<file path="config.mk">
export PLATFORM = sky130hd
export DESIGN_NAME = bftm_unit
export DESIGN_NICKNAME = d
export VERILOG_FILES = /design/src/design/bftm_unit.v
export VERILOG_INCLUDE_DIRS = /design/src /design/src/design
export SDC_FILE = /design/constraint.sdc
export NUM_CORES = 1
export LEC_CHECK = 0
export ABC_AREA = 0
export BUFFER_PORTS_ARGS = -buffer_cell sky130_fd_sc_hd__buf_2
export CAP_MARGIN = 20
export CORE_ASPECT_RATIO = 1.2
export CORE_MARGIN = 8
export CORE_UTILIZATION = 45
export DETAILED_ROUTE_END_ITERATION = 6
export PLACE_DENSITY = 0.74
export SLEW_MARGIN = 0
export SYNTH_ARGS = -nofsm -noshare
export SYNTH_HDL_FRONTEND = slang
export SYNTH_SLANG_ARGS = --single-unit
</file>
<file path="constraint.sdc">
create_clock -name sys_clk -period 4.4 [get_ports sys_clk]
set_input_delay 0.88 -clock sys_clk [delete_from_list [all_inputs] [get_ports sys_clk]]
set_output_delay 0.88 -clock sys_clk [all_outputs]
set_load 0.01 [all_outputs]
</file>
<file path="src/design/bftm_regs.vh">
// Constants and register map of the bit-field test-and-modify unit
// Function
// RULE1 - 16-bit mask selects destination bits
// RULE2 - Carry set when all selected bits one
// RULE3 - Toggle variant inverts selected bits, writes back
// RULE4 - Clear variant zeroes selected bits, writes back
// RULE5 - Zero mask: destination unchanged, carry set
// RULE6 - Limit flag set on limiting source move
// RULE7 - Status word destination: field modifies flags
// RULE8 - Software never names hardware stack register
// RULE9 - Short direct form: 6-bit data address
// RULE10 - Short peripheral form: 6-bit peripheral address
// RULE11 - Cycles/words: 4/2, indexed 6/2, long 6/3
// RULE12 - One read then one write per operation
// RULE13 - Other flags untouched for normal destinations
`ifndef BFTM_REGS_VH
`define BFTM_REGS_VH
// Wishbone byte offsets
`define BFTM_OFS_CTRL 8'h00
`define BFTM_OFS_MASK 8'h04
`define BFTM_OFS_OPND 8'h08
`define BFTM_OFS_PTR 8'h0C
`define BFTM_OFS_SP 8'h10
`define BFTM_OFS_SW 8'h14
`define BFTM_OFS_STAT 8'h18
// Control fields
`define BFTM_CTRL_START 0
`define BFTM_CTRL_OP 1
`define BFTM_CTRL_MODE_LO 2
`define BFTM_CTRL_MODE_HI 4
// Status register fields
`define BFTM_STAT_BUSY 0
`define BFTM_STAT_FAULT 1
`define BFTM_STAT_CYC_LO 8
`define BFTM_STAT_CYC_HI 11
`define BFTM_STAT_WRD_LO 16
`define BFTM_STAT_WRD_HI 17
// Addressing modes
`define BFTM_MODE_REG 3'h0
`define BFTM_MODE_SDIR 3'h1
`define BFTM_MODE_SPER 3'h2
`define BFTM_MODE_PIDX 3'h3
`define BFTM_MODE_SIDX 3'h4
`define BFTM_MODE_LONG 3'h5
// Destination spaces
`define BFTM_SPACE_DATA 2'h0
`define BFTM_SPACE_PERI 2'h1
`define BFTM_SPACE_CREG 2'h2
// Register codes and peripheral region base
`define BFTM_CODE_SW 5'h19
`define BFTM_CODE_HWS 5'h1F
`define BFTM_PERI_BASE 16'hFFC0
// Status word flag positions and reset
`define BFTM_SW_C 0
`define BFTM_SW_L 6
`define BFTM_SW_RESET 16'h0000
// Cycle and word counts
`define BFTM_CYC_SHORT 4'h4
`define BFTM_CYC_LONG 4'h6
`define BFTM_WRD_SHORT 2'h2
`define BFTM_WRD_LONG 2'h3
// Run phases, counted back from the end of the run
`define BFTM_PH_READ 4'h4
`define BFTM_PH_CAPT 4'h2
`define BFTM_PH_DONE 4'h1
`endif

</file>
<file path="src/design/bftm_unit.v">
// Bit-field test-and-change / test-and-clear datapath with Wishbone registers
`include "bftm_regs.vh"
module bftm_unit (
  // Clock and reset
  input wire sys_clk,
  input wire rst_b,
  // Wishbone slave
  input wire wb_cyc_i,
  input wire wb_stb_i,
  input wire wb_we_i,
  input wire [7:0] wb_adr_i,
  input wire [3:0] wb_sel_i,
  input wire [31:0] wb_dat_i,
  output reg [31:0] wb_dat_o,
  output reg wb_ack_o,
  // Destination access port
  output reg dst_req,
  output reg dst_we,
  output reg [1:0] dst_space,
  output reg [15:0] dst_addr,
  output reg [15:0] dst_wdata,
  input wire [15:0] dst_rdata,
  // Limiting report from the source move
  input wire lim_event
);

  // Software-visible state
  reg [15:0] mask;
  reg [15:0] opnd;
  reg [15:0] ptr_base;
  reg [15:0] stk_ptr;
  reg [15:0] status_word;
  reg op_clr;
  reg [2:0] mode;
  reg fault;
  reg [3:0] last_cyc;
  reg [1:0] last_wrd;

  // Sequencer state, one-hot
  localparam ST_IDLE = 2'b01;
  localparam ST_RUN = 2'b10;
  reg [1:0] state;
  reg [3:0] cnt;
  reg [3:0] total;
  reg [15:0] rd_val;
  reg lim_seen;

  // Bus decode
  wire wb_hit = wb_cyc_i & wb_stb_i & ~wb_ack_o;
  wire wb_wr = wb_hit & wb_we_i & wb_sel_i[0] & wb_sel_i[1];
  wire busy = state[1];

  // Core register destination test, shared by status word and stack checks
  function reg_is;
    input [2:0] md;
    input [4:0] code;
    input [4:0] want;
    begin
      reg_is = (md == `BFTM_MODE_REG) && (code == want);
    end
  endfunction

  // Status word as destination is handled inside the unit
  wire sw_dest = reg_is(mode, opnd[4:0], `BFTM_CODE_SW); // RULE7

  // Mask test for ordinary destinations only; modify shared by every destination kind
  function all_set;
    input [15:0] val;
    input [15:0] msk;
    begin
      all_set = ((val & msk) == msk); // RULE2 RULE5
    end
  endfunction

  function [15:0] modify;
    input [15:0] val;
    input [15:0] msk;
    input clr;
    begin
      if (clr) begin
        modify = val & ~msk; // RULE4
      end else begin
        modify = val ^ msk; // RULE3
      end
    end
  endfunction

  // Effective address per addressing form
  reg [15:0] ea;
  reg [1:0] space;
  reg [16:0] idx_sum; // Carry of indexed sums dropped; addresses wrap
  always @* begin
    ea = opnd;
    space = `BFTM_SPACE_DATA;
    idx_sum = 17'h0_0000;
    case (mode)
      `BFTM_MODE_REG: begin
        ea = {11'h000, opnd[4:0]};
        space = `BFTM_SPACE_CREG;
      end
      `BFTM_MODE_SDIR: begin
        ea = {10'h000, opnd[5:0]}; // RULE9
      end
      `BFTM_MODE_SPER: begin
        ea = `BFTM_PERI_BASE | {10'h000, opnd[5:0]}; // RULE10
        space = `BFTM_SPACE_PERI;
      end
      `BFTM_MODE_PIDX: begin
        idx_sum = {1'b0, ptr_base} + {1'b0, opnd};
        ea = idx_sum[15:0];
      end
      `BFTM_MODE_SIDX: begin
        idx_sum = {1'b0, stk_ptr} - {1'b0, opnd};
        ea = idx_sum[15:0];
      end
      default: begin
        ea = opnd;
      end
    endcase
  end

  // Cycle and word count of an addressing form
  function [3:0] form_cycles;
    input [2:0] md;
    begin
      case (md)
        `BFTM_MODE_PIDX, `BFTM_MODE_SIDX, `BFTM_MODE_LONG: begin
          form_cycles = `BFTM_CYC_LONG; // RULE11
        end
        default: begin
          form_cycles = `BFTM_CYC_SHORT; // RULE11
        end
      endcase
    end
  endfunction

  // Only the long absolute form carries a third word
  function [1:0] form_words;
    input [2:0] md;
    begin
      if (md == `BFTM_MODE_LONG) begin
        form_words = `BFTM_WRD_LONG; // RULE11
      end else begin
        form_words = `BFTM_WRD_SHORT;
      end
    end
  endfunction

  // Count of a requested form, taken with the start write
  wire [2:0] req_mode = wb_dat_i[`BFTM_CTRL_MODE_HI:`BFTM_CTRL_MODE_LO];
  wire [3:0] req_total = form_cycles(req_mode);
  wire [1:0] req_words = form_words(req_mode);
  wire start = wb_wr && (wb_adr_i == `BFTM_OFS_CTRL) && wb_dat_i[`BFTM_CTRL_START] &&
    !busy && (req_mode <= `BFTM_MODE_LONG);

  // Phase marks inside the run: read issue, data capture with write issue, run end
  wire ph_read = busy && (cnt == total - `BFTM_PH_READ);
  wire ph_capt = busy && (cnt == total - `BFTM_PH_CAPT);
  wire ph_done = busy && (cnt == total - `BFTM_PH_DONE);
  wire [15:0] cur_val = sw_dest ? status_word : dst_rdata;

  // Next sequencer state; a run always lasts its full count
  reg [1:0] next_state;
  always @* begin
    next_state = state;
    case (state)
      ST_IDLE: begin
        if (start) begin
          next_state = ST_RUN;
        end
      end
      ST_RUN: begin
        if (ph_done) begin
          next_state = ST_IDLE;
        end
      end
      default: begin
        next_state = ST_IDLE;
      end
    endcase
  end

  // Sequencer and destination port
  always @(posedge sys_clk) begin
    if (!rst_b) begin
      state <= ST_IDLE;
      cnt <= 4'h0;
      total <= `BFTM_CYC_SHORT;
      rd_val <= 16'h0000;
      lim_seen <= 1'b0;
      dst_req <= 1'b0;
      dst_we <= 1'b0;
      dst_space <= `BFTM_SPACE_DATA;
      dst_addr <= 16'h0000;
      dst_wdata <= 16'h0000;
      last_cyc <= 4'h0;
      last_wrd <= 2'h0;
    end else begin
      dst_req <= 1'b0;
      dst_we <= 1'b0;
      state <= next_state;
      case (state)
        ST_IDLE: begin
          cnt <= 4'h0;
          lim_seen <= 1'b0;
          if (start) begin
            total <= req_total;
            last_cyc <= req_total;
            last_wrd <= req_words;
          end
        end
        ST_RUN: begin
          cnt <= cnt + 4'h1;
          // Limiting may be reported any time during the move
          if (lim_event) begin
            lim_seen <= 1'b1;
          end
          // Status word destination never touches the port
          if (ph_read && !sw_dest) begin
            dst_req <= 1'b1; // RULE12
            dst_space <= space;
            dst_addr <= ea;
          end
          if (ph_capt) begin
            rd_val <= cur_val;
            if (!sw_dest) begin
              dst_req <= 1'b1; // RULE12
              dst_we <= 1'b1;
              dst_wdata <= modify(cur_val, mask, op_clr); // RULE1 RULE3 RULE4 RULE5
            end
          end
        end
        default: begin
          cnt <= 4'h0;
        end
      endcase
    end
  end

  // Software registers; hardware update of the status word wins over a write
  always @(posedge sys_clk) begin
    if (!rst_b) begin
      mask <= 16'h0000;
      opnd <= 16'h0000;
      ptr_base <= 16'h0000;
      stk_ptr <= 16'h0000;
      status_word <= `BFTM_SW_RESET;
      op_clr <= 1'b0;
      mode <= `BFTM_MODE_REG;
      fault <= 1'b0;
    end else begin
      // Operand registers are frozen while a run uses them
      if (wb_wr && !busy) begin
        case (wb_adr_i)
          `BFTM_OFS_MASK: mask <= wb_dat_i[15:0];
          `BFTM_OFS_OPND: opnd <= wb_dat_i[15:0];
          `BFTM_OFS_PTR: ptr_base <= wb_dat_i[15:0];
          `BFTM_OFS_SP: stk_ptr <= wb_dat_i[15:0];
          `BFTM_OFS_SW: status_word <= wb_dat_i[15:0];
          default: begin
          end
        endcase
      end
      if (start) begin
        op_clr <= wb_dat_i[`BFTM_CTRL_OP];
        mode <= req_mode;
        // Stack register as destination is a software fault; flagged, not blocked
        fault <= reg_is(req_mode, opnd[4:0], `BFTM_CODE_HWS); // RULE8
      end
      if (ph_done) begin
        if (sw_dest) begin
          status_word <= modify(rd_val, mask, op_clr); // RULE7
        end else begin
          // Only carry and limit move for ordinary destinations
          status_word[`BFTM_SW_C] <= all_set(rd_val, mask); // RULE2 RULE5 RULE13
          if (lim_seen || lim_event) begin
            status_word[`BFTM_SW_L] <= 1'b1; // RULE6
          end
        end
      end
    end
  end

  // Wishbone answer: ack one cycle after the request, unmapped reads zero
  always @(posedge sys_clk) begin
    if (!rst_b) begin
      wb_ack_o <= 1'b0;
      wb_dat_o <= 32'h0000_0000;
    end else begin
      wb_ack_o <= wb_hit;
      if (wb_hit) begin
        case (wb_adr_i)
          `BFTM_OFS_CTRL: wb_dat_o <= {27'h000_0000, mode, op_clr, 1'b0};
          `BFTM_OFS_MASK: wb_dat_o <= {16'h0000, mask};
          `BFTM_OFS_OPND: wb_dat_o <= {16'h0000, opnd};
          `BFTM_OFS_PTR: wb_dat_o <= {16'h0000, ptr_base};
          `BFTM_OFS_SP: wb_dat_o <= {16'h0000, stk_ptr};
          `BFTM_OFS_SW: wb_dat_o <= {16'h0000, status_word};
          `BFTM_OFS_STAT: wb_dat_o <= {14'h0000, last_wrd, 4'h0, last_cyc, 6'h00, fault, busy};
          default: wb_dat_o <= 32'h0000_0000;
        endcase
      end
    end
  end

endmodule // bftm_unit

</file>
==> impl_summary.md <==
Setup path
For flop-to-flop paths, the worst setup slack is 1.38 ns. The worst register-to-register path has a depth of 9. The critical-path maximum fanout is 8. The worst endpoint required time is 4.71 ns. The destination of the worst register-to-register timing path is dst_addr[10]. The data arrival time of the worst path is 3.33 ns.

The type of the worst setup path is flop to flop. The endpoint class of the critical path is a flop. The worst flop-to-flop path startpoint is opnd[1].

The worst setup path is launched from a flop.

Power and ir drop
Sequential cells account for 45.3% of the total power. Summed over all cells, the static leakage comes to 4.284 nW. In this run the power density over the cells is 294.9 nW/µm². The switching component of the power is 0.7349 mW. The switching share of total power is 22.15%. The cell-internal power is 2.583 mW.

The fraction of power consumed by the clock network is 50.6%. The maximum resistive drop on vdd is 0.2556 mV. The combinational group share of total power is 4.1%.

Timing
The hold violation count in the final report is 0. Setup repair after global routing left no endpoint under its margin. After layout, the worst path uses 68.53% of the clock period. Based on the critical path, the design can be clocked at up to 331.6 MHz.

At the pin with the least slew margin, the transition time is 1.025 ns. The clock skew is 0.008382 ns. The final max-slew violation count came to 0.

The tightest slew margin relative to the limit is 31.16%. After routing, the total negative slack on setup checks comes to 0 ns. The post-layout minimum cycle time is 3.015 ns. Setup violations remaining at the end of the flow were counted as 0.

Logic synthesis
The average footprint of a synthesized cell is 7.970 µm². Summing every instance area after synthesis gives 9971 µm². The Yosys step of the flow raised 0 warnings.

The dominant register cell in the synthesized netlist is sky130_fd_sc_hd__dfxtp_1. The number of flops mapped to enable cells by yosys is 0. The async set-or-reset flop fraction in the synthesized netlist is 0%. The flip-flop and latch count after synthesis is 166.

The sequential element share of the synthesized area is 33.33%. Synthesis handed over a netlist of 1251 instances. The number of different library cells used by synthesis comes to 67.

Die
The number of placement rows is 59. Once the floorplan was initialized, standard cells occupied 45.94% of the core. In this run the horizontal extent of the chip is 151.9 µm. The area enclosed by the die boundary is 27200 µm². The total area inside the core boundary comes to 21700 µm². In this run the vertical extent of the chip is 179.1 µm. During I/O placement, the number of pins put on the boundary was 135.

Clocking
The CTS tree is yes. The clock sink total is 166. The clock tree root buffer cell is sky130_fd_sc_hd__clkbuf_16. The H-tree generated during clock tree synthesis spans 4 levels. The buffer levels on the longest clock path is 2.

For the worst-skew pair, the clock arrives at the later sink with an insertion delay of 0.43 ns. For this design, the CTS-stage hold fixing added 0 buffers. Buffers inserted during clock tree synthesis total 17. After clock tree synthesis, the clock-pin slew on the worst setup and hold paths is 0.07 ns. The number of buffers inserted to repair setup after CTS is 0. After clock tree synthesis, the repair step resized 0 gates.

Cells and area
The fraction of final layout cells with drive strength greater than 1 is 14.05%. The final net count is 1460. After the flow finishes, the layout carries non-filler instances totaling 1601. The library cells used most frequently in the layout, excluding fill and tap cells, are sky130_fd_sc_hd__nand2_1 (191), sky130_fd_sc_hd__dfxtp_1 (165), sky130_fd_sc_hd__a21oi_1 (146). The leading cell type in the layout, fill and taps excluded is sky130_fd_sc_hd__nand2_1. The synthesis-to-finish area growth is 12.85%.

GRT
The number of antenna violations at the first check in global routing is 4. The via count of the first global-routing pass was 8954. The remaining global-route overflow is 0. The maximum number of pins on one net before global-route repair is 88. The wire length of the first global-routing pass is 46420 µm. The combined global-route utilization of all metal layers is 20.91%.

Worst hold path
The worst hold path terminates at dst_addr[2]. The worst hold path begins at dst_addr[2]. The min-delay analysis places its worst path in the category flop to flop. Counting instances, the worst hold path has a depth of 2.

Status
The run finished with clean final reports.

Route
For this run, design rule violations remaining after detail routing come to 0. The iteration count of the initial detailed-routing pass is 6. After the first detailed-routing iteration, the DRC count stood at 738. The final layout contains routed wiring with a total length of 29010 µm. Once detail routing completed, the nets flagged for antenna violations numbered 0. For this block, the via count after detailed routing is 9164. The final routed wire length divided by cell count is 18.12 µm.

Using the TritonRoute via totals, the vias-per-cell ratio works out to 5.724.

Place
The estimated wirelength of the detail-placed design is 20980 µm. Buffers placed on the I/O ports in this run total 102. The routability-driven placement congestion ratio is 0.9142. In this run, placement finished with an instance count of 1566.

Run
The reported max-cap violation count is 0.
==> how the worst max path moves through the flow <==
stage / startpoint / end / slack (ns) / cells past startpoint
2_1_floorplan: wb_adr_i[7] / opnd[10] / 1.99 / 8
3_3_place_gp: wb_adr_i[7] / stk_ptr[2] / 1.18 / 7
3_5_place_dp: wb_adr_i[7] / stk_ptr[3] / 1.14 / 7
4_1_cts: mode[1] / dst_addr[15] / 1.41 / 7
5_1_grt: mode[1] / dst_addr[15] / 1.17 / 7
6_report: opnd[1] / dst_addr[10] / 1.38 / 9
==> registers in the layout, summed over array words and instances (netlist names), 4 cells and up <==
signal       flops
stk_ptr         16
cnt              4
mask            16
dst_wdata       16
opnd            16
ptr_base        16
status_word     16
dst_addr        16
rd_val          16
wb_dat_o        18
==> cell families after synthesis <==
kind of cell	count (synthesis)	synth area share (%)
buf+inv	154	6.877
other cells	1	0.03761
mux	80	8.257
fa+ha+maj	82	10.44
flops	166	33.33
simple gates	421	18.81
xor+xnor	31	2.723
compound gates	316	19.53
==> layout make-up <==
type | count | area [µm²]
tap | 274 | 342.8
fill | 2054 | 10450
multi-input combinational | 944 | 6031
sequential | 166 | 3324
timing repair buffer | 117 | 643.1
clock buffer | 20 | 456.7
clock inverter | 11 | 196.4
antenna | 3 | 7.507
inverter | 66 | 250.2
==> power by group through the flow <==
stage | clock [mW] | combinational [mW] | sequential [mW]
2_1_floorplan | 0 | 0.0836 | 1.54
3_3_place_gp | 0 | 0.133 | 1.54
3_5_place_dp | 0 | 0.134 | 1.54
4_1_cts | 1.68 | 0.135 | 1.50
5_1_grt | 1.74 | 0.148 | 1.50
6_report | 1.68 | 0.137 | 1.50
==> worst max-delay path: stages (launching register included) <==
cell                       delay, ns
sky130_fd_sc_hd__dfxtp_1        0.59
sky130_fd_sc_hd__inv_1          0.17
sky130_fd_sc_hd__fa_1           0.49
sky130_fd_sc_hd__nor2b_1        0.22
sky130_fd_sc_hd__o211ai_1       0.13
sky130_fd_sc_hd__a31oi_1        0.49
sky130_fd_sc_hd__a41oi_1        0.22
sky130_fd_sc_hd__xnor2_1        0.18
sky130_fd_sc_hd__a221oi_1       0.32
sky130_fd_sc_hd__o31ai_1        0.09
==> Yosys cell counts (all sizes together) (2+ instances only) <==
cell type,number,area (µm²)
a311o,2,20.02
o31ai,4,30.03
nor3,11,60.06
a41oi,2,17.52
mux2,18,202.7
a22o,2,17.52
mux2i,62,620.6
o21ai,46,230.2
o21a,6,45.04
a221oi,5,43.79
xor2,8,70.07
nand3,20,100.1
o22ai,11,68.82
o41ai,2,32.53
and2,7,43.79
clkbuf,45,168.9
a211oi,48,360.4
a22oi,4,30.03
o211ai,6,45.04
a31o,2,17.52
nand4b,3,41.29
inv,66,247.7
a222oi,8,80.08
a21oi,147,739.5
nand2,191,716.9
and3,7,43.79
a31oi,7,43.79
nor4b,2,38.78
nor2b,12,77.58
or3,4,25.02
o2111ai,6,58.80
nor4,11,98.84
nor2,141,534.3
fa,2,40.04
xnor2,23,201.4
a21o,2,15.01
dfxtp,166,3323
ha,80,1001
nand2b,6,37.54
buf,43,269.0
or4,2,15.01
==> per-stage QoR <==
stage	total power [mW]	setup slack (ns)	hold WS [ns]	util (%)	cell area (µm²)
final	3.318	1.385	0.4485	51.84	11250
after global routing	3.393	1.165	0.4694	51.84	11250
after detailed placement	1.671	1.142	0.4435	48.73	10580
after CTS	3.320	1.412	0.4527	51.74	11230
after floorplan	1.621	1.990	0.4363	-	10020
after global placement	1.670	1.179	0.4412	48.73	10580
==> metal layers <==
metal / global-route usage, % / share of wire, %
met5: 0 / 0.041
met4: 10.90 / 3.6
met3: 3.696 / 5.1
met2: 35.80 / 49
met1: 24.79 / 43
Power figures use the tool's default switching activity.
